**config.mk**
```make
export PLATFORM = sky130hd
export DESIGN_NAME = bpup_parser
export DESIGN_NICKNAME = d
export VERILOG_FILES = /design/src/verilog/bpup_pkg.sv /design/src/verilog/bpup_parser.sv /design/src/verilog/bpup_tx.sv
export VERILOG_INCLUDE_DIRS = /design/src /design/src/verilog
export SDC_FILE = /design/constraint.sdc
export NUM_CORES = 1
export LEC_CHECK = 0
export BUFFER_PORTS_ARGS = -buffer_cell sky130_fd_sc_hd__buf_2
export CAP_MARGIN = 10
export CORE_AREA = 8 8 277 279
export DETAILED_ROUTE_END_ITERATION = 8
export DIE_AREA = 0 0 285 287
export SYNTH_ARGS = -nofsm -noshare
export SYNTH_HDL_FRONTEND = slang
export SYNTH_SLANG_ARGS = --single-unit
```
**constraint.sdc**
```tcl
create_clock -name sys_clk -period 7.5 [get_ports sys_clk]
set_input_delay 1.5 -clock sys_clk [delete_from_list [all_inputs] [get_ports sys_clk]]
set_output_delay 1.5 -clock sys_clk [all_outputs]
set_load 0.1 [all_outputs]
```
**src/verilog/bpup_consts.svh**
```systemverilog
// Constants for the boot page update parser
`ifndef BPUP_CONSTS_SVH
`define BPUP_CONSTS_SVH
`define BPUP_HDR_N 8'h4E
`define BPUP_HDR_A 8'h41
`define BPUP_CTRL_TYPE 8'hCD
`define BPUP_CMD_WRITE 8'h01
`define BPUP_CMD_ACK 8'h81
`define BPUP_CMD_DONE 8'h02
`define BPUP_CMD_ADDR_QUERY 8'h05
`define BPUP_CMD_ADDR_REPLY 8'h85
`define BPUP_CMD_UNSUPP 8'h09
`define BPUP_ERR_PROTO 8'h01
`define BPUP_PAGE_MIN 8'h01
`define BPUP_PAGE_MAX 8'h1B
`define BPUP_SLICE_MAX 8'h0F
`define BPUP_SLICE_BYTES 7'h40
`define BPUP_WRITE_LEN 8'h48
`define BPUP_QUERY_LEN 8'h05
`define BPUP_ADDR_BYTES 4'h8
`define BPUP_DBG_ERASE 8'h14
`define BPUP_ENC_MARK 8'h01
`define BPUP_REPLY_LEN 8'h06
`define BPUP_ADDR_REPLY_LEN 8'h0D
`endif

```
**src/verilog/bpup_pkg.sv**
```systemverilog
// Types for the boot page update parser
package bpup_pkg;
  typedef struct packed {
    logic valid;
    logic [7:0] data;
  } bpup_byte_type;
  typedef struct packed {
    logic en;
    logic [14:0] addr;
    logic [7:0] data;
  } bpup_flash_type;
endpackage

```
**src/verilog/bpup_parser.sv**
```systemverilog
// Boot page update parser: receives page writes and answers them
// Overview of operation
// - The address query is answered only while in bootloader mode, proving that mode.
// - A page write holds page index, encoding marker, block index, then a 64-byte slice.
// - The bootloader flash region is never written, even by a broken session.
// - The target address is page index times 1024 plus block index times 64.
// - Page index must be 1 to 27, keeping writes within 0x0400 to 0x6FFF.
// - Block index must be 0 to 15, sixteen slices to a page.
// - The debug port accepts only a full chip erase and refuses all else.
// - A length byte leads, counting all later bytes including the checksum.
// - Header bytes 0x4E 0x41 and control type 0xCD follow; deviants are dropped silently.
// - The last byte is the XOR of all before it; mismatches are dropped silently.
// - Write is 0x01, acknowledge 0x81, page complete 0x02; replies carry the page index.
`timescale 1ns/1ps
`include "bpup_consts.svh"
module bpup_parser
  import bpup_pkg::*;
(
  input wire logic sys_clk,
  input wire logic rst_n,
  input wire logic boot_mode,
  input wire logic [63:0] hw_address,
  input wire logic rx_valid,
  input wire logic [7:0] rx_data,
  input wire logic tx_ready,
  input wire logic dbg_valid,
  input wire logic [7:0] dbg_cmd,
  output logic tx_valid,
  output logic [7:0] tx_data,
  output logic flash_en,
  output logic [14:0] flash_addr,
  output logic [7:0] flash_data,
  output logic chip_erase,
  output logic dbg_refused
);
  typedef enum logic [2:0] {
    BPUP_IDLE, BPUP_HDR, BPUP_BODY, BPUP_CHECK, BPUP_REPLY, BPUP_DONE
  } bpup_state_type;

  function automatic logic page_ok(input logic [7:0] p);
    page_ok = (p >= `BPUP_PAGE_MIN) && (p <= `BPUP_PAGE_MAX);
  endfunction

  bpup_state_type state;
  logic [7:0] remain;
  logic [6:0] pos;
  logic [7:0] csum;
  logic [7:0] cmd;
  logic [7:0] page;
  logic [7:0] slice;
  logic [7:0] enc;
  logic [7:0] slice_buf [0:63];
  logic [15:0] page_done_mask;
  logic [7:0] mask_page;
  logic [6:0] wr_idx;
  logic tx_start;
  logic [7:0] tx_cmd;
  logic [7:0] tx_arg;
  logic tx_busy;
  logic send_done;
  bpup_byte_type tx_out;
  logic mode_s1;
  logic mode_s2;

  // Mode pin is asynchronous
  always_ff @(posedge sys_clk) begin
    if (!rst_n) begin
      mode_s1 <= 1'b0;
      mode_s2 <= 1'b0;
    end else begin
      mode_s1 <= boot_mode;
      mode_s2 <= mode_s1;
    end
  end

  wire rx_take = rx_valid;
  wire [7:0] next_csum = csum ^ rx_data;
  wire last_byte = (remain == 8'd1);
  wire hdr_bad = (pos == 7'd0 && rx_data != `BPUP_HDR_N) ||
                 (pos == 7'd1 && rx_data != `BPUP_HDR_A) ||
                 (pos == 7'd2 && rx_data != `BPUP_CTRL_TYPE);
  wire is_write = (cmd == `BPUP_CMD_WRITE);
  wire is_query = (cmd == `BPUP_CMD_ADDR_QUERY);
  wire len_ok = is_write ? (pos == 7'd71) : (is_query ? (pos == 7'd4) : 1'b1);
  wire range_ok = page_ok(page) && (slice <= `BPUP_SLICE_MAX) &&
                  (enc == `BPUP_ENC_MARK);
  wire [14:0] base_addr = 15'({page[4:0], 10'h000}) + 15'({slice[3:0], 6'h00});
  wire [15:0] next_mask = ((mask_page == page) ? page_done_mask : 16'h0000) |
                          (16'h0001 << slice[3:0]);
  wire page_full = (next_mask == 16'hFFFF);

  bpup_tx u_tx (
    .sys_clk(sys_clk),
    .rst_n(rst_n),
    .start(tx_start),
    .cmd(tx_cmd),
    .arg(tx_arg),
    .hw_address(hw_address),
    .tx_ready(tx_ready),
    .tx_out(tx_out),
    .busy(tx_busy)
  );

  always_ff @(posedge sys_clk) begin
    if (!rst_n) begin
      state <= BPUP_IDLE;
      remain <= '0;
      pos <= '0;
      csum <= '0;
      cmd <= '0;
      page <= '0;
      slice <= '0;
      enc <= '0;
      page_done_mask <= '0;
      mask_page <= '0;
      wr_idx <= '0;
      tx_start <= 1'b0;
      tx_cmd <= '0;
      tx_arg <= '0;
      send_done <= 1'b0;
      flash_en <= 1'b0;
      flash_addr <= '0;
      flash_data <= '0;
    end else begin
      tx_start <= 1'b0;
      flash_en <= 1'b0;
      case (state)
        BPUP_IDLE: if (rx_take && rx_data != 8'h00) begin
          remain <= rx_data;
          csum <= rx_data;
          pos <= '0;
          state <= BPUP_HDR;
        end
        BPUP_HDR, BPUP_BODY: if (rx_take) begin
          remain <= remain - 8'd1;
          pos <= pos + 7'd1;
          csum <= next_csum;
          if (last_byte) begin
            // Bad frame counted to its end, so its tail is never read as a length
            state <= (state == BPUP_HDR && !hdr_bad && next_csum == 8'h00 && len_ok) ?
                     BPUP_CHECK : BPUP_IDLE;
          end else begin
            if (hdr_bad) begin
              state <= BPUP_BODY;
            end
            case (pos)
              7'd3: cmd <= rx_data;
              7'd4: page <= rx_data;
              7'd5: enc <= rx_data;
              7'd6: slice <= rx_data;
              default: if (pos >= 7'd7 && pos < 7'd71) begin
                slice_buf[6'(pos - 7'd7)] <= rx_data;
              end
            endcase
          end
        end
        BPUP_CHECK: begin
          wr_idx <= '0;
          if (!mode_s2) begin
            state <= BPUP_IDLE;
          end else if (is_query) begin
            tx_cmd <= `BPUP_CMD_ADDR_REPLY;
            state <= BPUP_REPLY;
          end else if (is_write && range_ok) begin
            tx_cmd <= `BPUP_CMD_ACK;
            tx_arg <= page;
            state <= BPUP_DONE;
          end else begin
            tx_cmd <= `BPUP_CMD_UNSUPP;
            tx_arg <= `BPUP_ERR_PROTO;
            state <= BPUP_REPLY;
          end
        end
        BPUP_DONE: begin
          // Addresses below 0x0400 unreachable: page_ok guards the write
          flash_en <= 1'b1;
          flash_addr <= base_addr + 15'(wr_idx);
          flash_data <= slice_buf[wr_idx[5:0]];
          wr_idx <= wr_idx + 7'd1;
          if (wr_idx == 7'd63) begin
            mask_page <= page;
            page_done_mask <= page_full ? 16'h0000 : next_mask;
            send_done <= page_full;
            state <= BPUP_REPLY;
          end
        end
        BPUP_REPLY: begin
          if (tx_busy && send_done) begin
            // Framer has latched the ack; only now may the command change
            send_done <= 1'b0;
            tx_cmd <= `BPUP_CMD_DONE;
          end else if (!tx_busy && !tx_start) begin
            tx_start <= 1'b1;
            state <= send_done ? BPUP_REPLY : BPUP_IDLE;
          end
        end
        default: state <= BPUP_IDLE;
      endcase
    end
  end

  // Output registers mirror the framer
  always_ff @(posedge sys_clk) begin
    if (!rst_n) begin
      tx_valid <= 1'b0;
      tx_data <= '0;
    end else begin
      tx_valid <= tx_out.valid;
      tx_data <= tx_out.data;
    end
  end

  // Debug port: only a complete erase is honoured
  always_ff @(posedge sys_clk) begin
    if (!rst_n) begin
      chip_erase <= 1'b0;
      dbg_refused <= 1'b0;
    end else begin
      chip_erase <= dbg_valid && (dbg_cmd == `BPUP_DBG_ERASE);
      dbg_refused <= dbg_valid && (dbg_cmd != `BPUP_DBG_ERASE);
    end
  end
endmodule

```
**src/verilog/bpup_tx.sv**
```systemverilog
// Reply packet framer with running checksum
`timescale 1ns/1ps
`include "bpup_consts.svh"
module bpup_tx
  import bpup_pkg::*;
(
  input wire logic sys_clk,
  input wire logic rst_n,
  input wire logic start,
  input wire logic [7:0] cmd,
  input wire logic [7:0] arg,
  input wire logic [63:0] hw_address,
  input wire logic tx_ready,
  output bpup_byte_type tx_out,
  output logic busy
);
  logic [4:0] idx;
  logic [4:0] last;
  logic [7:0] cmd_q;
  logic [7:0] arg_q;
  logic [7:0] csum;
  logic [7:0] cur;
  logic is_addr;
  // Length counts every byte after itself, checksum included
  wire [7:0] len = is_addr ? `BPUP_ADDR_REPLY_LEN : `BPUP_REPLY_LEN;
  wire [2:0] addr_sel = 3'(idx - 5'd5);
  always_comb begin
    case (idx)
      5'd0: cur = len;
      5'd1: cur = `BPUP_HDR_N;
      5'd2: cur = `BPUP_HDR_A;
      5'd3: cur = `BPUP_CTRL_TYPE;
      5'd4: cur = cmd_q;
      default: cur = (idx == last) ? csum : (is_addr ? hw_address[8*addr_sel +: 8] : arg_q);
    endcase
  end
  always_ff @(posedge sys_clk) begin
    if (!rst_n) begin
      busy <= 1'b0;
      tx_out <= '0;
      idx <= '0;
      csum <= '0;
      cmd_q <= '0;
      arg_q <= '0;
      is_addr <= 1'b0;
      last <= '0;
    end else if (!busy) begin
      tx_out.valid <= 1'b0;
      if (start) begin
        busy <= 1'b1;
        cmd_q <= cmd;
        arg_q <= arg;
        is_addr <= (cmd == `BPUP_CMD_ADDR_REPLY);
        last <= (cmd == `BPUP_CMD_ADDR_REPLY) ? 5'd13 : 5'd6;
        idx <= '0;
        csum <= '0;
      end
    end else if (!tx_out.valid || tx_ready) begin
      tx_out.valid <= 1'b1;
      tx_out.data <= cur;
      csum <= csum ^ cur;
      idx <= idx + 5'd1;
      if (idx == last) begin
        busy <= 1'b0;
      end
    end
  end
endmodule

```
== Word level (Yosys, flattened, before mapping) ==
Memory sizes are Yosys's and may differ from the RTL's. A register that Yosys moved wholly into a read port is not among the register bits.
Cells that the tools add are included.

* Register bits: 181
* Memory bits (writable): 512
* Input port bits: 86
* Logic and storage cells: 205
* Memories kept: 1

* Add/sub/neg operators: 8
* Magnitude comparators: 5
* Eq/ne operators: 39
* Shift-type cells: 2
* Muxes and demuxes: 59
* Bitwise logic cells: 8
* Reduce and logical (&&, ||, !) cells: 51

{| class="wikitable"
|+ Memories
! name !! words !! width !! rd ports !! clocked after memory_dff !! wr ports !! RTL line !! text
|-
| slice_buf || 64 || 8 || 1 || 1 || 1 || bpup_parser.sv:52 || <nowiki>logic [7:0] slice_buf [0:63];</nowiki>
|}

{| class="wikitable"
|+ Operators by type and width
! kind !! number
|-
| two-way mux 8 bit || 13
|-
| variable part select 64 x 7 -> 8 bit || 1
|-
| case mux 8 bit (2 select lines) || 3
|-
| case mux 8 bit (5 select lines) || 1
|-
| two-way mux 16 bit || 2
|-
| case mux 7 bit (2 select lines) || 2
|-
| two-way mux 3 bit || 9
|-
| == test 8 x 1 -> 1 bit (second input constant) || 3
|-
| == test 7 x 3 -> 1 bit (second input constant) || 3
|-
| two-way mux 1 bit || 19
|-
| == test 16 bit (second input constant) || 1
|-
| logical AND 1 bit || 16
|-
| != test 2 bit (second input constant) || 8
|-
| != test 8 x 7 -> 1 bit (second input constant) || 2
|-
| OR 16 bit || 1
|-
| AND reduction 4 bit || 4
|-
| left shift 1 x 4 -> 16 bit (first input constant) || 1
|-
| XOR 8 bit || 2
|-
| adder 15 x 10 -> 15 bit || 1
|-
| adder 15 x 7 -> 15 bit || 1
|-
| two-way mux 5 bit || 3
|-
| case mux 3 bit (5 select lines) || 1
|-
| adder 7 x 1 -> 7 bit (second input constant) || 2
|-
| == test 7 x 2 -> 1 bit (second input constant) || 2
|-
| other kinds (45) || 71
|}

== Longest topological paths before layout ==
Gate-level depths: netlist (run 1).

* Depth in word-level cells: 12
* Mapped depth: 10
* Gate-level depth less buffers: 9

== Modules after synthesis ==
From an unflattened synthesis (run 1), not the netlist that was laid out.

* Cells, all modules: 2023
* Area, all modules: 29271.8 µm²

{| class="wikitable"
|+ Modules (own cells, without submodules)
! module !! times used !! cells an instance !! area each (µm²)
|-
| bpup_parser || 1 || 1716 || 26649.3
|-
| bpup_tx || 1 || 307 || 2622.5
|}

== Worst setup path after synthesis (run 1) ==
OpenSTA, ideal clock, no wires.

* Kind: input port to flip-flop
* Start: input port rx_data[0]
* End: register csum[4]
* Library setup time: 0.128 ns
* Data arrival time: 3.212 ns
* Slack: 4.161 ns
* Stages: 8
* Cells stage by stage: clkbuf_1 or4_1 nand2b_1 o211ai_2 clkbuf_1 o21ai_0 a22oi_1 nor2_1

* Longest elaborated chain between the ends: 4

{| class="wikitable"
|+ Ends and longest elaborated chain
! element !! RTL line !! text
|-
| start: declaration || bpup_parser.sv:24 || <nowiki>input wire logic [7:0] rx_data,</nowiki>
|-
| nonzero test 8 bit || bpup_parser.sv:128 || <nowiki>BPUP_IDLE: if (rx_take && rx_data != 8'h00) begin</nowiki>
|-
| logical AND 1 bit || bpup_parser.sv:128 ||
|-
| != test 2 bit (no line) || - ||
|-
| AND reduction 3 bit (no line) || - ||
|-
| end signal: assignment || bpup_parser.sv:130 || <nowiki>csum <= rx_data;</nowiki>
|-
| end signal: assignment || bpup_parser.sv:137 || <nowiki>csum <= next_csum;</nowiki>
|-
| end: declaration || bpup_parser.sv:47 || <nowiki>logic [7:0] csum;</nowiki>
|}

No other way between the ends.
A chain may end at the register's enable or synchronous reset.

== Final worst setup path (run 1) ==
* Start: register u_tx.idx[0]
* End: register u_tx.csum[1]

* Longest elaborated chain between the ends: 8
* Elaborated cells on any way between the ends: 14
* Classes of those cells: add/sub: 1; eq/ne: 5; shift: 1; mux: 5; bitwise: 1; reduce/logical: 1

{| class="wikitable"
|+ Ends and longest elaborated chain
! element !! RTL line !! text
|-
| start: declaration || bpup_tx.sv:17 || <nowiki>logic [4:0] idx;</nowiki>
|-
| start signal: assignment || bpup_tx.sv:62 || <nowiki>idx <= idx + 5'd1;</nowiki>
|-
| subtractor 3 bit || bpup_tx.sv:26 || <nowiki>wire [2:0] addr_sel = 3'(idx - 5'd5);</nowiki>
|-
| variable part select 64 x 7 -> 8 bit || bpup_tx.sv:34 || <nowiki>default: cur = (idx == last) ? csum : (is_addr ? hw_address[8*addr_sel +: 8] : arg_q);</nowiki>
|-
| two-way mux 8 bit (2 in series) || bpup_tx.sv:34 ||
|-
| case mux 8 bit (5 select lines) * || bpup_tx.sv:28 || <nowiki>case (idx)</nowiki>
|-
| XOR 8 bit * || bpup_tx.sv:61 || <nowiki>csum <= csum ^ cur;</nowiki>
|-
| two-way mux 8 bit * || bpup_tx.sv:58 || <nowiki>end else if (!tx_out.valid || tx_ready) begin</nowiki>
|-
| two-way mux 8 bit * || bpup_tx.sv:47 || <nowiki>end else if (!busy) begin</nowiki>
|-
| end signal: assignment || bpup_tx.sv:61 ||
|-
| end: declaration || bpup_tx.sv:21 || <nowiki>logic [7:0] csum;</nowiki>
|}

Mark *: on every way between the ends. The rest lies on a longest branch, timed or not. The select of a mux whose other input is x is not followed.

==> impl_summary.log, run 1 <==
INFO  metric cts_buffers = 73
INFO  metric finalNetCount = 2133
INFO  metric clk_skew = 0.0448 ns
INFO  metric share_of_async_settable_or_async_resettable_flops_after_synthesis = 0%
INFO  metric cpPeakStageDelay = 1.03 ns
INFO  metric timing.critical_path.required = ~8.0 ns
INFO  metric clock_tree.buffer_depth = 3
INFO  metric critPathCaptureType = flip-flop
INFO  metric rr_worst_depth = 9
INFO  metric detail_route.drc_violations = 0
INFO  metric drv.max_cap_violation_count = 0
INFO  metric io_pins = about 120
INFO  metric finalWirelength = ~73 mm
INFO  metric synth_cells = 1941
INFO  metric netSwitchingPower = approximately 1800 µW
INFO  metric dr_wl_met2 = 32.9 mm
INFO  metric internal-power = 6310 µW
INFO  metric detailed_place.area = roughly 30000 µm²
INFO  metric number_of_synthesized_flops_with_an_enable_pin = 512
INFO  metric whs = 0.452 ns
INFO  metric dieHeight = 287 µm
INFO  metric min_period_over_period = a little under three fifths
INFO  metric critPathKind = reg -> reg
INFO  metric worst_relative_slew_slack = 26.8%
INFO  metric core_area = approximately 72000 µm²
INFO  metric dr_wl_met3 = approximately 5.7 mm
INFO  metric synth.lib_cells_used.distinct = 72
INFO  metric yosysSeqAreaShare = approximately two thirds
INFO  metric fin_area = 32400 µm²
INFO  metric status = finished, final reports clean
INFO  metric timing.critical_path.arrival = approximately 4.7 ns
INFO  metric post_drt_via_cell_ratio = 5.70
INFO  metric post-layout-total-power = 8150 µW
INFO  metric crit_path_max_fanout = 22
INFO  metric firstDrtPassIters = 6
INFO  metric grt_max_degree = 77
INFO  metric crit_chain = inv_2 -> ha_1 -> mux2i_1 -> mux4_2 -> a2111oi_0 -> a31oi_1 -> a21oi_1 -> mux2_1 -> nor2_1
INFO  metric worst_setup_hold_path_clk_slew = 0.06 ns
INFO  metric slew_violations = 0
INFO  metric hpwlAfterDp = 47.3 mm
INFO  metric synthesis.area_per_instance = 14.7 µm²
INFO  metric critical_path.n_buffers_inverters = 1
INFO  metric layout_min_cycle_time = 4.19 ns
INFO  metric drt_iter0_drc = 1649
INFO  metric dieArea = 81800 µm²
INFO  metric port-buffer-count = 120
INFO  metric maximum_clock_rate = 239 MHz
INFO  metric cts_htree_levels = 3
INFO  metric synth_seq_cells = slightly below 700
INFO  metric route.vias.total = 17388
INFO  metric p_comb_share = 5.5%
INFO  metric total_grt_overflow = 0
INFO  metric rows = 99
INFO  metric final_layout_size_suffix_gt1_share = 20.4%
INFO  metric p_per_area = 251 nW/µm²
INFO  metric met1Wirelength = between 30 and 40 mm
INFO  metric synthesis.area = 28600 µm²
INFO  metric ant_diodes = 0
INFO  metric power.ir.vdd_worst = 0.144 mV
INFO  metric p_seq_share = 51.2%
INFO  metric finalSetupTns = 0 ns
INFO  metric routed.top_layer = met4
INFO  metric power.switching_fraction = 22.6%
INFO  metric clk_root_buffer_cell = sky130_fd_sc_hd__clkbuf_16
INFO  metric fill_cells = 6383
INFO  metric cell_class_contributing_the_biggest_share_of_worst_path_delay = adder cells
INFO  metric clock_sinks = around 690
INFO  metric avgRoutedWirePerCell = between 20 and 25 µm
INFO  metric critical_path_cell_count = 9
INFO  metric routability_congestion_estimate_from_global_placement = ~0.86
INFO  metric flow.area_growth_from_synthesis = 13.4%
INFO  metric setup_repair_after_global_routing_missed_its_margin = false
INFO  metric slowest_stage = sky130_fd_sc_hd__ha_1
INFO  metric ctsHoldBuffers = 0
INFO  metric postSynthNetCount = ~2000
INFO  metric yosys_most_used_dff = sky130_fd_sc_hd__edfxtp_1
INFO  metric ant_nets = 0
INFO  metric clock_power_share = 43.3%
INFO  metric type_of_the_most_critical_hold_path = reg -> reg
INFO  metric floorplan.initialDensity = 39.5%
INFO  metric tightest_slew = 1.10 ns
INFO  metric wire_length_of_the_first_global_routing_pass = 110 mm
INFO  metric setup_viol = 0
INFO  metric start_kind = flip-flop
INFO  metric hold_viol = 0
INFO  metric floorplan.die.width = 285 µm
INFO  metric clock_latency = around 0.62 ns
INFO  metric hold_path_cells = 1
INFO  metric yosys_warn_count = 0
INFO  metric grt.total_usage = 17.4%
INFO  metric power_leakage = 0.0105 µW
INFO  metric first_global_vias = 17226
INFO  metric post_cts_resize_count = 0
INFO  metric cts_post_setup_buffers_inserted = 0
INFO  metric grt_antenna_before_repair = 1
INFO  metric tritoncts = yes
layer usage:
metal / up-vias / track usage, %
met5: - / 0
met4: 0 / 4.50
met3: 85 / 3.60
met2: 716 / 26.8
met1: 8910 / 25.1
li1: 7677 / -
per-stage QoR:
stage | std cells | util, % | worst slack (ns)
after floorplan | 1941 | - | 4.16
after global placement | 2916 | 41.6 | 3.11
after detailed placement | 2916 | 41.6 | 3.13
after CTS | 3047 | 44.8 | 3.21
after global routing | 3048 | 44.8 | 3.01
final | 3048 | 44.8 | 3.31
power groups by stage:
stage	sequential, µW	combinational (µW)	clock [µW]
finish	4180	448	3530
global route	4180	501	3730
CTS	4180	452	3580
detailed placement	4260	450	0
global placement	4250	440	0
floorplan	4240	302	0
final cells by class:
class | count | area [µm²] | area share, %
flip-flops and latches | 692 | 19000 | 58.5
multi-input cells | 1094 | 8970 | 27.6
clock buffers | 92 | 1940 | 5.98
well taps | 959 | 1200 | 3.70
repair buffers | 151 | 850 | 2.62
clock inverters | 39 | 407 | 1.25
inverters | 21 | 81.3 | 0.251
cell families after synthesis:
| group | synth area share, % |
|---|---|
| AOI/OAI and AO/OA | 6.88 |
| xor gates and xnor gates | 1.11 |
| adders and majority gates | 0.612 |
| buffers and inverters | 2.35 |
| DFF | 66.3 |
| muxes | 13.9 |
| and+or+nand+nor | 8.83 |
cells in the mapped netlist, drive strengths merged (8+ instances only):
master / instances / area (µm²)
a211oi: 15 / 113
a21oi: 89 / 445
a221oi: 19 / 166
a22o: 19 / 166
a22oi: 25 / 188
a31oi: 8 / 50.1
and2: 18 / 113
and3: 11 / 68.8
buf: 48 / 269
clkbuf: 86 / 324
dfxtp: 180 / 3600
edfxtp: 512 / 15400
ha: 14 / 175
inv: 21 / 78.8
mux2i: 60 / 601
mux4: 147 / 3310
nand2: 152 / 578
nand2b: 13 / 81.3
nand3: 45 / 225
nand4: 23 / 144
nor2: 184 / 691
nor2b: 14 / 87.6
nor3: 27 / 135
nor4: 9 / 71.3
o21ai: 56 / 280
o22ai: 10 / 62.6
o2bb2ai: 14 / 123
or3: 8 / 55.1
xnor2: 19 / 166
xor2: 15 / 150
cell usage in the layout (no fill, tap or decap), drive strengths merged, types with 25 or more instances in the layout:
| master | count |
|---|---|
| o21ai | 56 |
| nor3 | 27 |
| nand2 | 152 |
| nand3 | 45 |
| mux4 | 147 |
| nor2 | 184 |
| dfxtp | 180 |
| a22oi | 25 |
| buf | 151 |
| mux2i | 60 |
| edfxtp | 512 |
| a21oi | 89 |
| clkinv | 28 |
| clkbuf | 92 |
path summary, 6_finish.rpt:
path / from / end / slack, ns
worst max-delay path: u_tx.idx[0]$_SDFFE_PN0P_ / u_tx.csum[1]$_SDFFE_PN0P_ / 3.31
worst min-delay path: u_tx.tx_out[6]$_SDFFE_PN0P_ / tx_data[6]$_SDFF_PN0_ / 0.45
worst max register to register: u_tx.idx[0]$_SDFFE_PN0P_ / u_tx.csum[1]$_SDFFE_PN0P_ / 3.31
worst min register to register: u_tx.tx_out[6]$_SDFFE_PN0P_ / tx_data[6]$_SDFF_PN0_ / 0.45
sequential cells by signal (all words and copies together), names as in the netlist, 9 cells and up:
signal	flops
flash_addr	15
page_done_mask	16
slice_buf	512
u_tx.tx_out	9
No activity file was read; power rests on OpenSTA's default activity.
==> inputs of run 2 (changes only) <==
--- a/config.mk
+++ b/config.mk
@@ -6,11 +6,12 @@
 export SDC_FILE = /design/constraint.sdc
 export NUM_CORES = 1
 export LEC_CHECK = 0
+export ABC_AREA = 1
 export BUFFER_PORTS_ARGS = -buffer_cell sky130_fd_sc_hd__buf_2
 export CAP_MARGIN = 10
-export CORE_AREA = 8 8 277 279
+export CORE_AREA = 8 8 281 283
 export DETAILED_ROUTE_END_ITERATION = 8
-export DIE_AREA = 0 0 285 287
+export DIE_AREA = 0 0 289 291
 export SYNTH_ARGS = -nofsm -noshare
 export SYNTH_HDL_FRONTEND = slang
 export SYNTH_SLANG_ARGS = --single-unit
==> constraint.sdc (replaced) <==
create_clock -name sys_clk -period 4 [get_ports sys_clk]
set_input_delay 0.8 -clock sys_clk [delete_from_list [all_inputs] [get_ports sys_clk]]
set_output_delay 0.8 -clock sys_clk [all_outputs]
set_load 0.1 [all_outputs]
==> impl_summary.log, run 2 <==
INFO  metric status = finished, final reports clean
INFO  metric hold_path_cells = 3
INFO  metric slew_violations = 0
INFO  metric synth_largest_type_area_fraction = 52.3%
INFO  metric worst_min_delay_path_startpoint = boot_mode
INFO  metric min_period_over_period = 78.0%
INFO  metric setup_viol = 0
INFO  metric critPathCaptureType = flip-flop
INFO  metric drv.max_cap_violation_count = 0
INFO  metric cpPeakStageDelay = 0.62 ns
INFO  metric synth_cells = about 2900
INFO  metric share_of_async_settable_or_async_resettable_flops_after_synthesis = 0%
INFO  metric avgRoutedWirePerCell = 21.0 µm
INFO  metric synthesis.area = 29400 µm²
INFO  metric hold-path-endpoint = mode_s1$_SDFF_PN0_
INFO  metric rows = 101
INFO  metric worst_relative_slew_slack = between 30% and 40%
INFO  metric wire_length_of_the_first_global_routing_pass = 127 mm
INFO  metric type_of_the_most_critical_hold_path = in -> reg
INFO  metric cts_htree_levels = 3
INFO  metric synth.lib_cells_used.distinct = 51
INFO  metric io_pins = between 100 and 150
INFO  metric maximum_clock_rate = between 300 and 400 MHz
INFO  metric total_grt_overflow = 0
INFO  metric synthTopCellsByArea = sky130_fd_sc_hd__edfxtp_1 (52%), sky130_fd_sc_hd__dfxtp_1 (12%), sky130_fd_sc_hd__o21ai_0 (7.0%), sky130_fd_sc_hd__nor2_1 (6.4%), sky130_fd_sc_hd__nand2_1 (4.6%)
INFO  metric finalWirelength = 83.5 mm
INFO  metric post-synth-top-count-cell = sky130_fd_sc_hd__edfxtp_1
INFO  metric clock_latency = ~0.61 ns
INFO  metric slowest_stage = sky130_fd_sc_hd__nor2_1
INFO  metric rr_worst_depth = 8
INFO  metric final_layout_size_suffix_gt1_share = about a tenth
INFO  metric largest_reg_flops = 512
INFO  metric whs = 0.406 ns
INFO  metric layout.cells.most_common_list = sky130_fd_sc_hd__edfxtp_1 (512), sky130_fd_sc_hd__nor2_1 (500), sky130_fd_sc_hd__o21ai_0 (410)
INFO  metric postSynthNetCount = around 3000
INFO  metric dieHeight = 291 µm
INFO  metric crit_chain = ha_1 -> nand2_1 -> nand2_1 -> xor2_1 -> inv_1 -> nor2_1 -> nand2_1 -> nor2_1
INFO  metric routability_congestion_estimate_from_global_placement = 0.900
INFO  metric firstDrtPassIters = 5
INFO  metric layout_min_cycle_time = 3.12 ns
INFO  metric fill_cells = between 7000 and 8000
INFO  metric dieArea = ~84000 µm²
INFO  metric hpwlAfterDp = approximately 53 mm
INFO  metric worst_setup_hold_path_clk_slew = 0.06 ns
INFO  metric core_area = around 75000 µm²
INFO  metric first_global_vias = 21782
INFO  metric critPathKind = reg -> reg
INFO  metric cts_buffers = a little over 70
INFO  metric post_cts_resize_count = 0
INFO  metric power.ir.vdd_worst = 0.267 mV
INFO  metric crit-reg2reg-capture = slice_buf[8][1]$_DFFE_PP_
INFO  metric setup.reg_to_reg.worst_slack = 0.88 ns
INFO  metric port-buffer-count = 120
INFO  metric cts_post_setup_buffers_inserted = 0
INFO  metric reg.largest.list = slice_buf: 512 flops, page_done_mask: 16 flops, flash_addr: 15 flops
INFO  metric cell_class_contributing_the_biggest_share_of_worst_path_delay = simple AND/OR/NAND/NOR gates
INFO  metric most_used_standard_cells_in_the_synthesized_netlist = sky130_fd_sc_hd__edfxtp_1 (512), sky130_fd_sc_hd__nor2_1 (500), sky130_fd_sc_hd__o21ai_0 (410), sky130_fd_sc_hd__nand2_1 (357), sky130_fd_sc_hd__dfxtp_1 (180)
INFO  metric hold_viol = 0
INFO  metric synthesis.area_per_instance = roughly 10 µm²
INFO  metric floorplan.initialDensity = 39.3%
INFO  metric timing.critical_path.arrival = around 3.4 ns
INFO  metric r2r-start = pos[0]$_SDFFE_PN0P_
INFO  metric layout_commonest_cell = sky130_fd_sc_hd__edfxtp_1
INFO  metric clock_tree.buffer_depth = 3
INFO  metric clk_skew = 0.0263 ns
INFO  metric crit_path_max_fanout = 8
INFO  metric synth_area_leader_cell = sky130_fd_sc_hd__edfxtp_1
INFO  metric yosys_warn_count = 0
INFO  metric detail_route.drc_violations = 0
INFO  metric regMostFlops = slice_buf
INFO  metric start_kind = flip-flop
INFO  metric tightest_slew = roughly 1.0 ns
INFO  metric flow.area_growth_from_synthesis = 12.9%
INFO  metric yosys_most_used_dff = sky130_fd_sc_hd__edfxtp_1
INFO  metric clock_sinks = ~690
INFO  metric postLayoutCoreUtil = 44.4%
INFO  metric p_per_area = 476 nW/µm²
INFO  metric critical_path.n_buffers_inverters = 1
INFO  metric tritoncts = yes
INFO  metric clk_root_buffer_cell = sky130_fd_sc_hd__clkbuf_16
INFO  metric finalSetupTns = 0 ns
INFO  metric ant_nets = 0
INFO  metric final_critical_path_setup_slack = just under 0.9 ns
INFO  metric post-layout-total-power = 15800 µW
INFO  metric power_leakage = between 0.01 and 0.015 µW
INFO  metric critical_path.most_common_cell = sky130_fd_sc_hd__nand2_1
INFO  metric pre_cts_slack = ~0.84 ns
INFO  metric route.vias.total = 22009
INFO  metric grt_max_degree = ~140
INFO  metric timing.critical_path.required = 4.23 ns
INFO  metric grt_antenna_before_repair = 4
INFO  metric grt.total_usage = approximately a fifth
INFO  metric synth_seq_cells = 692
INFO  metric ctsHoldBuffers = 0
INFO  metric drt_iter0_drc = approximately 2300
INFO  metric post_drt_via_cell_ratio = ~5.5
INFO  metric yosysSeqAreaShare = approximately 65%
INFO  metric floorplan.die.width = a little under 300 µm
INFO  metric setup_repair_after_global_routing_missed_its_margin = false
INFO  metric finalNetCount = 3047
INFO  metric number_of_synthesized_flops_with_an_enable_pin = 512
run 2: cell count changes after synthesis, sizes merged, moves of 100 or more:
cell,previous run,this run
o21ai,56,427
nor2,184,507
nand2,152,369
mux4,147,0
o22ai,10,137
inv,21,138
nand3,45,145
run 2: cell type report:
class / count / area (µm²) / share of cell area [%]
Antenna cell: 2 / 5.00 / 0.0151
Inverter: 146 / 558 / 1.68
Tap cell: 978 / 1220 / 3.69
Multi-Input combinational cell: 1876 / 9130 / 27.5
Sequential cell: 692 / 19000 / 57.2
Timing Repair Buffer: 160 / 966 / 2.91
Clock buffer: 87 / 1910 / 5.75
Clock inverter: 42 / 413 / 1.24
run 2: tightest hold or removal path, stage by stage:
cell	delay (ns)
sky130_fd_sc_hd__buf_2	0.08
sky130_fd_sc_hd__nand2_1	0.05
sky130_fd_sc_hd__inv_1	0.04
run 2: how the worst max path moves through the flow:
stage	depth (start not counted)	startpoint	slack [ns]	to
after floorplan	15	u_tx.idx[0]$_SDFFE_PN0P_	1.46	u_tx.csum[1]$_SDFFE_PN0P_
after global routing	12	state[0]$_SDFFE_PN0P_	0.67	slice_buf[38][1]$_DFFE_PP_
final	8	pos[0]$_SDFFE_PN0P_	0.88	slice_buf[8][1]$_DFFE_PP_
after global placement	12	rx_data[2]	0.92	csum[3]$_SDFFE_PN0P_
after CTS	8	pos[0]$_SDFFE_PN0P_	0.89	slice_buf[12][4]$_DFFE_PP_
after detailed placement	12	rx_data[2]	0.84	csum[1]$_SDFFE_PN0P_
run 2: report_power, final:
part           total [µW]  switching, µW  internal, µW
sequential           7900           96.8          7800
combinational        1310            953           354
clock                6610           2790          3820
run 2: logic make-up (layout without fill, tap and decap cells):
family,Yosys count,count (layout),share of synthesized area [%]
AOI/OAI and AO/OA,760,760,14.4
xor gates and xnor gates,23,23,0.685
adders and majority gates,14,14,0.596
buffers and inverters,322,435,4.36
DFF,692,692,64.6
other,0,2,0
and+or+nand+nor,1079,1079,15.4
run 2: metrics by stage:
stage / instance area, µm² / std cells
floorplan: 29400 / 2890
global placement: 30900 / 3852
detailed placement: 30900 / 3852
CTS: 33200 / 3981
global route: 33200 / 3983
finish: 33200 / 3983
run 2: metal layers:
layer | wire length, µm | part of all wire (%) | up-vias | GRT usage, %
met4 | 3620 | 4.3 | 2 | 9.14
met1 | 34900 | 42 | 10672 | 24.8
met3 | 5100 | 6.1 | 187 | 2.60
li1 | - | - | 10335 | -
met5 | 16 | 0.019 | - | 0
met2 | 39900 | 48 | 813 | 31.7
==> inputs of run 3 (changes only) <==
==> constraint.sdc (replaced) <==
create_clock -name sys_clk -period 3.05 [get_ports sys_clk]
set_input_delay 0.61 -clock sys_clk [delete_from_list [all_inputs] [get_ports sys_clk]]
set_output_delay 0.61 -clock sys_clk [all_outputs]
set_load 0.1 [all_outputs]
==> impl_summary.log, run 3 (synthesized netlist as in run 2, its figures left out) <==
INFO  metric status = finished, final reports clean
INFO  metric critPathCaptureType = flip-flop
INFO  metric worst_setup_hold_path_clk_slew = 0.06 ns
INFO  metric postLayoutCoreUtil = 45.3%
INFO  metric start_kind = flip-flop
INFO  metric timing.critical_path.required = 3.28 ns
INFO  metric dr_wl_met2 = around 41 mm
INFO  metric grt_antenna_before_repair = 3
INFO  metric met1Wirelength = 35.0 mm
INFO  metric routed.top_layer = met4
INFO  metric hold_path_cells = 3
INFO  metric fin_area = 33900 µm²
INFO  metric route.vias.total = 22292
INFO  metric crit_start = state[1]$_SDFFE_PN0P_
INFO  metric type_of_the_most_critical_hold_path = in -> reg
INFO  metric tritoncts = yes
INFO  metric slew_violations = 0
INFO  metric grt.total_usage = 19.7%
INFO  metric first_global_vias = 21947
INFO  metric clk_skew = between 0.02 and 0.03 ns
INFO  metric hpwlAfterDp = 55.3 mm
INFO  metric timing.critical_path.arrival = 3.13 ns
INFO  metric post_drt_via_cell_ratio = 5.50
INFO  metric total_grt_overflow = 0
INFO  metric setup.reg_to_reg.worst_slack = 0.15 ns
INFO  metric drv.max_cap_violation_count = 0
INFO  metric min_period_over_period = 95.0%
INFO  metric post_cts_resize_count = 0
INFO  metric maximum_clock_rate = roughly 350 MHz
INFO  metric worst_min_delay_path_startpoint = boot_mode
INFO  metric rows = ~100
INFO  metric cts_buffers = 70
INFO  metric largest_reg_flops = approximately 500
INFO  metric ant_nets = 0
INFO  metric hold-path-endpoint = mode_s1$_SDFF_PN0_
INFO  metric worst_relative_slew_slack = a little under a third
INFO  metric port-buffer-count = 120
INFO  metric clock_sinks = 692
INFO  metric dp.cells = 3929
INFO  metric power_leakage = about 0.012 µW
INFO  metric layout.cells.most_common_list = sky130_fd_sc_hd__edfxtp_1 (512), sky130_fd_sc_hd__nor2_1 (488), sky130_fd_sc_hd__o21ai_0 (410)
INFO  metric reg.largest.list = slice_buf: 512 flops, page_done_mask: 16 flops, flash_addr: 15 flops
INFO  metric post_layout_nonfiller_instances = roughly 4100
INFO  metric detailed_place.area = 31500 µm²
INFO  metric routability_congestion_estimate_from_global_placement = 0.922
INFO  metric clock_latency = 0.61 ns
INFO  metric setup_repair_after_global_routing_missed_its_margin = false
INFO  metric detail_route.drc_violations = 0
INFO  metric tightest_slew = about 1.0 ns
INFO  metric avgRoutedWirePerCell = 20.9 µm
INFO  metric clk_root_buffer_cell = sky130_fd_sc_hd__clkbuf_16
INFO  metric p_per_area = 621 nW/µm²
INFO  metric io_pins = 121
INFO  metric critPathKind = reg -> reg
INFO  metric dieHeight = 291 µm
INFO  metric floorplan.initialDensity = 39.3%
INFO  metric ctsHoldBuffers = 0
INFO  metric floorplan.die.width = 289 µm
INFO  metric dr_wl_met3 = 5.47 mm
INFO  metric grt_max_degree = 147
INFO  metric finalSetupTns = 0 ns
INFO  metric flow.area_growth_from_synthesis = 15.3%
INFO  metric rr_worst_depth = 13
INFO  metric layout_commonest_cell = sky130_fd_sc_hd__edfxtp_1
INFO  metric crit_path_max_fanout = 16
INFO  metric setup_viol = 0
INFO  metric wire_length_of_the_first_global_routing_pass = 130 mm
INFO  metric crit-reg2reg-capture = slice_buf[57][2]$_DFFE_PP_
INFO  metric cts_htree_levels = 3
INFO  metric dieArea = 84100 µm²
INFO  metric regMostFlops = slice_buf
INFO  metric r2r-start = state[1]$_SDFFE_PN0P_
INFO  metric finalNetCount = 3123
INFO  metric drt_iter0_drc = 2298
INFO  metric final_layout_size_suffix_gt1_share = 12.7%
INFO  metric core_area = 74800 µm²
INFO  metric hold_viol = 0
INFO  metric firstDrtPassIters = 8
INFO  metric cts_post_setup_buffers_inserted = 0
INFO  metric power.ir.vdd_worst = 0.347 mV
INFO  metric layout_min_cycle_time = between 2 and 3 ns
INFO  metric clock_tree.buffer_depth = 3
INFO  metric finalWirelength = 84.6 mm
==> run 3: final cells by class <==
| type | instances | area (µm²) |
|---|---|---|
| Sequential cell | 692 | 19000 |
| Inverter | 146 | 558 |
| Tap cell | 978 | 1220 |
| Clock buffer | 101 | 1990 |
| Fill cell | 6880 | 40900 |
| Antenna cell | 1 | 2.50 |
| Multi-Input combinational cell | 1876 | 9160 |
| Clock inverter | 25 | 383 |
| Timing Repair Buffer | 237 | 1580 |
==> run 3: per-stage QoR <==
step / total power (µW) / setup slack (ns) / hold WS (ns)
floorplan: 11600 / 0.511 / 0.390
global placement: 12300 / 0.206 / 0.415
detailed placement: 12300 / 0.0877 / 0.419
CTS: 21200 / 0.0795 / 0.189
global route: 21700 / 0.0126 / 0.217
finish: 21000 / 0.153 / 0.213
==> run 3: metal layers <==
layer,global-route usage (%),vias to the layer above
met4,8.12,0
met5,0,-
li1,-,10499
met1,25.9,10738
met3,2.25,158
met2,32.8,897
==> run 3: worst max-delay path, stage by stage, from the launching register on <==
cell	delay, ns
sky130_fd_sc_hd__dfxtp_1	0.35
sky130_fd_sc_hd__nand2_2	0.10
sky130_fd_sc_hd__inv_2	0.05
sky130_fd_sc_hd__nor2_4	0.09
sky130_fd_sc_hd__nand2_4	0.13
sky130_fd_sc_hd__inv_4	0.20
sky130_fd_sc_hd__nand2_4	0.09
sky130_fd_sc_hd__nor2_4	0.12
sky130_fd_sc_hd__inv_2	0.07
sky130_fd_sc_hd__a211oi_4	0.19
sky130_fd_sc_hd__nand4_4	0.21
sky130_fd_sc_hd__nor2_8	0.22
sky130_fd_sc_hd__nand2_4	0.13
sky130_fd_sc_hd__nor2_1	0.56
==> run 3: worst max path at each step <==
| stage | depth (start not counted) | to |
|---|---|---|
| floorplan | 15 | u_tx.csum[1]$_SDFFE_PN0P_ |
| global placement | 13 | slice_buf[31][1]$_DFFE_PP_ |
| detailed placement | 13 | slice_buf[62][0]$_DFFE_PP_ |
| CTS | 13 | slice_buf[63][0]$_DFFE_PP_ |
| global route | 15 | slice_buf[11][0]$_DFFE_PP_ |
| finish | 13 | slice_buf[57][2]$_DFFE_PP_ |
==> run 3: power breakdown <==
part / switching, µW / leakage, µW / internal, µW
logic: 1290 / 0.00517 / 519
registers: 125 / 0.00606 / 10200
clock network: 3550 / 0.00114 / 5320
total: 4960 / 0.0124 / 16100
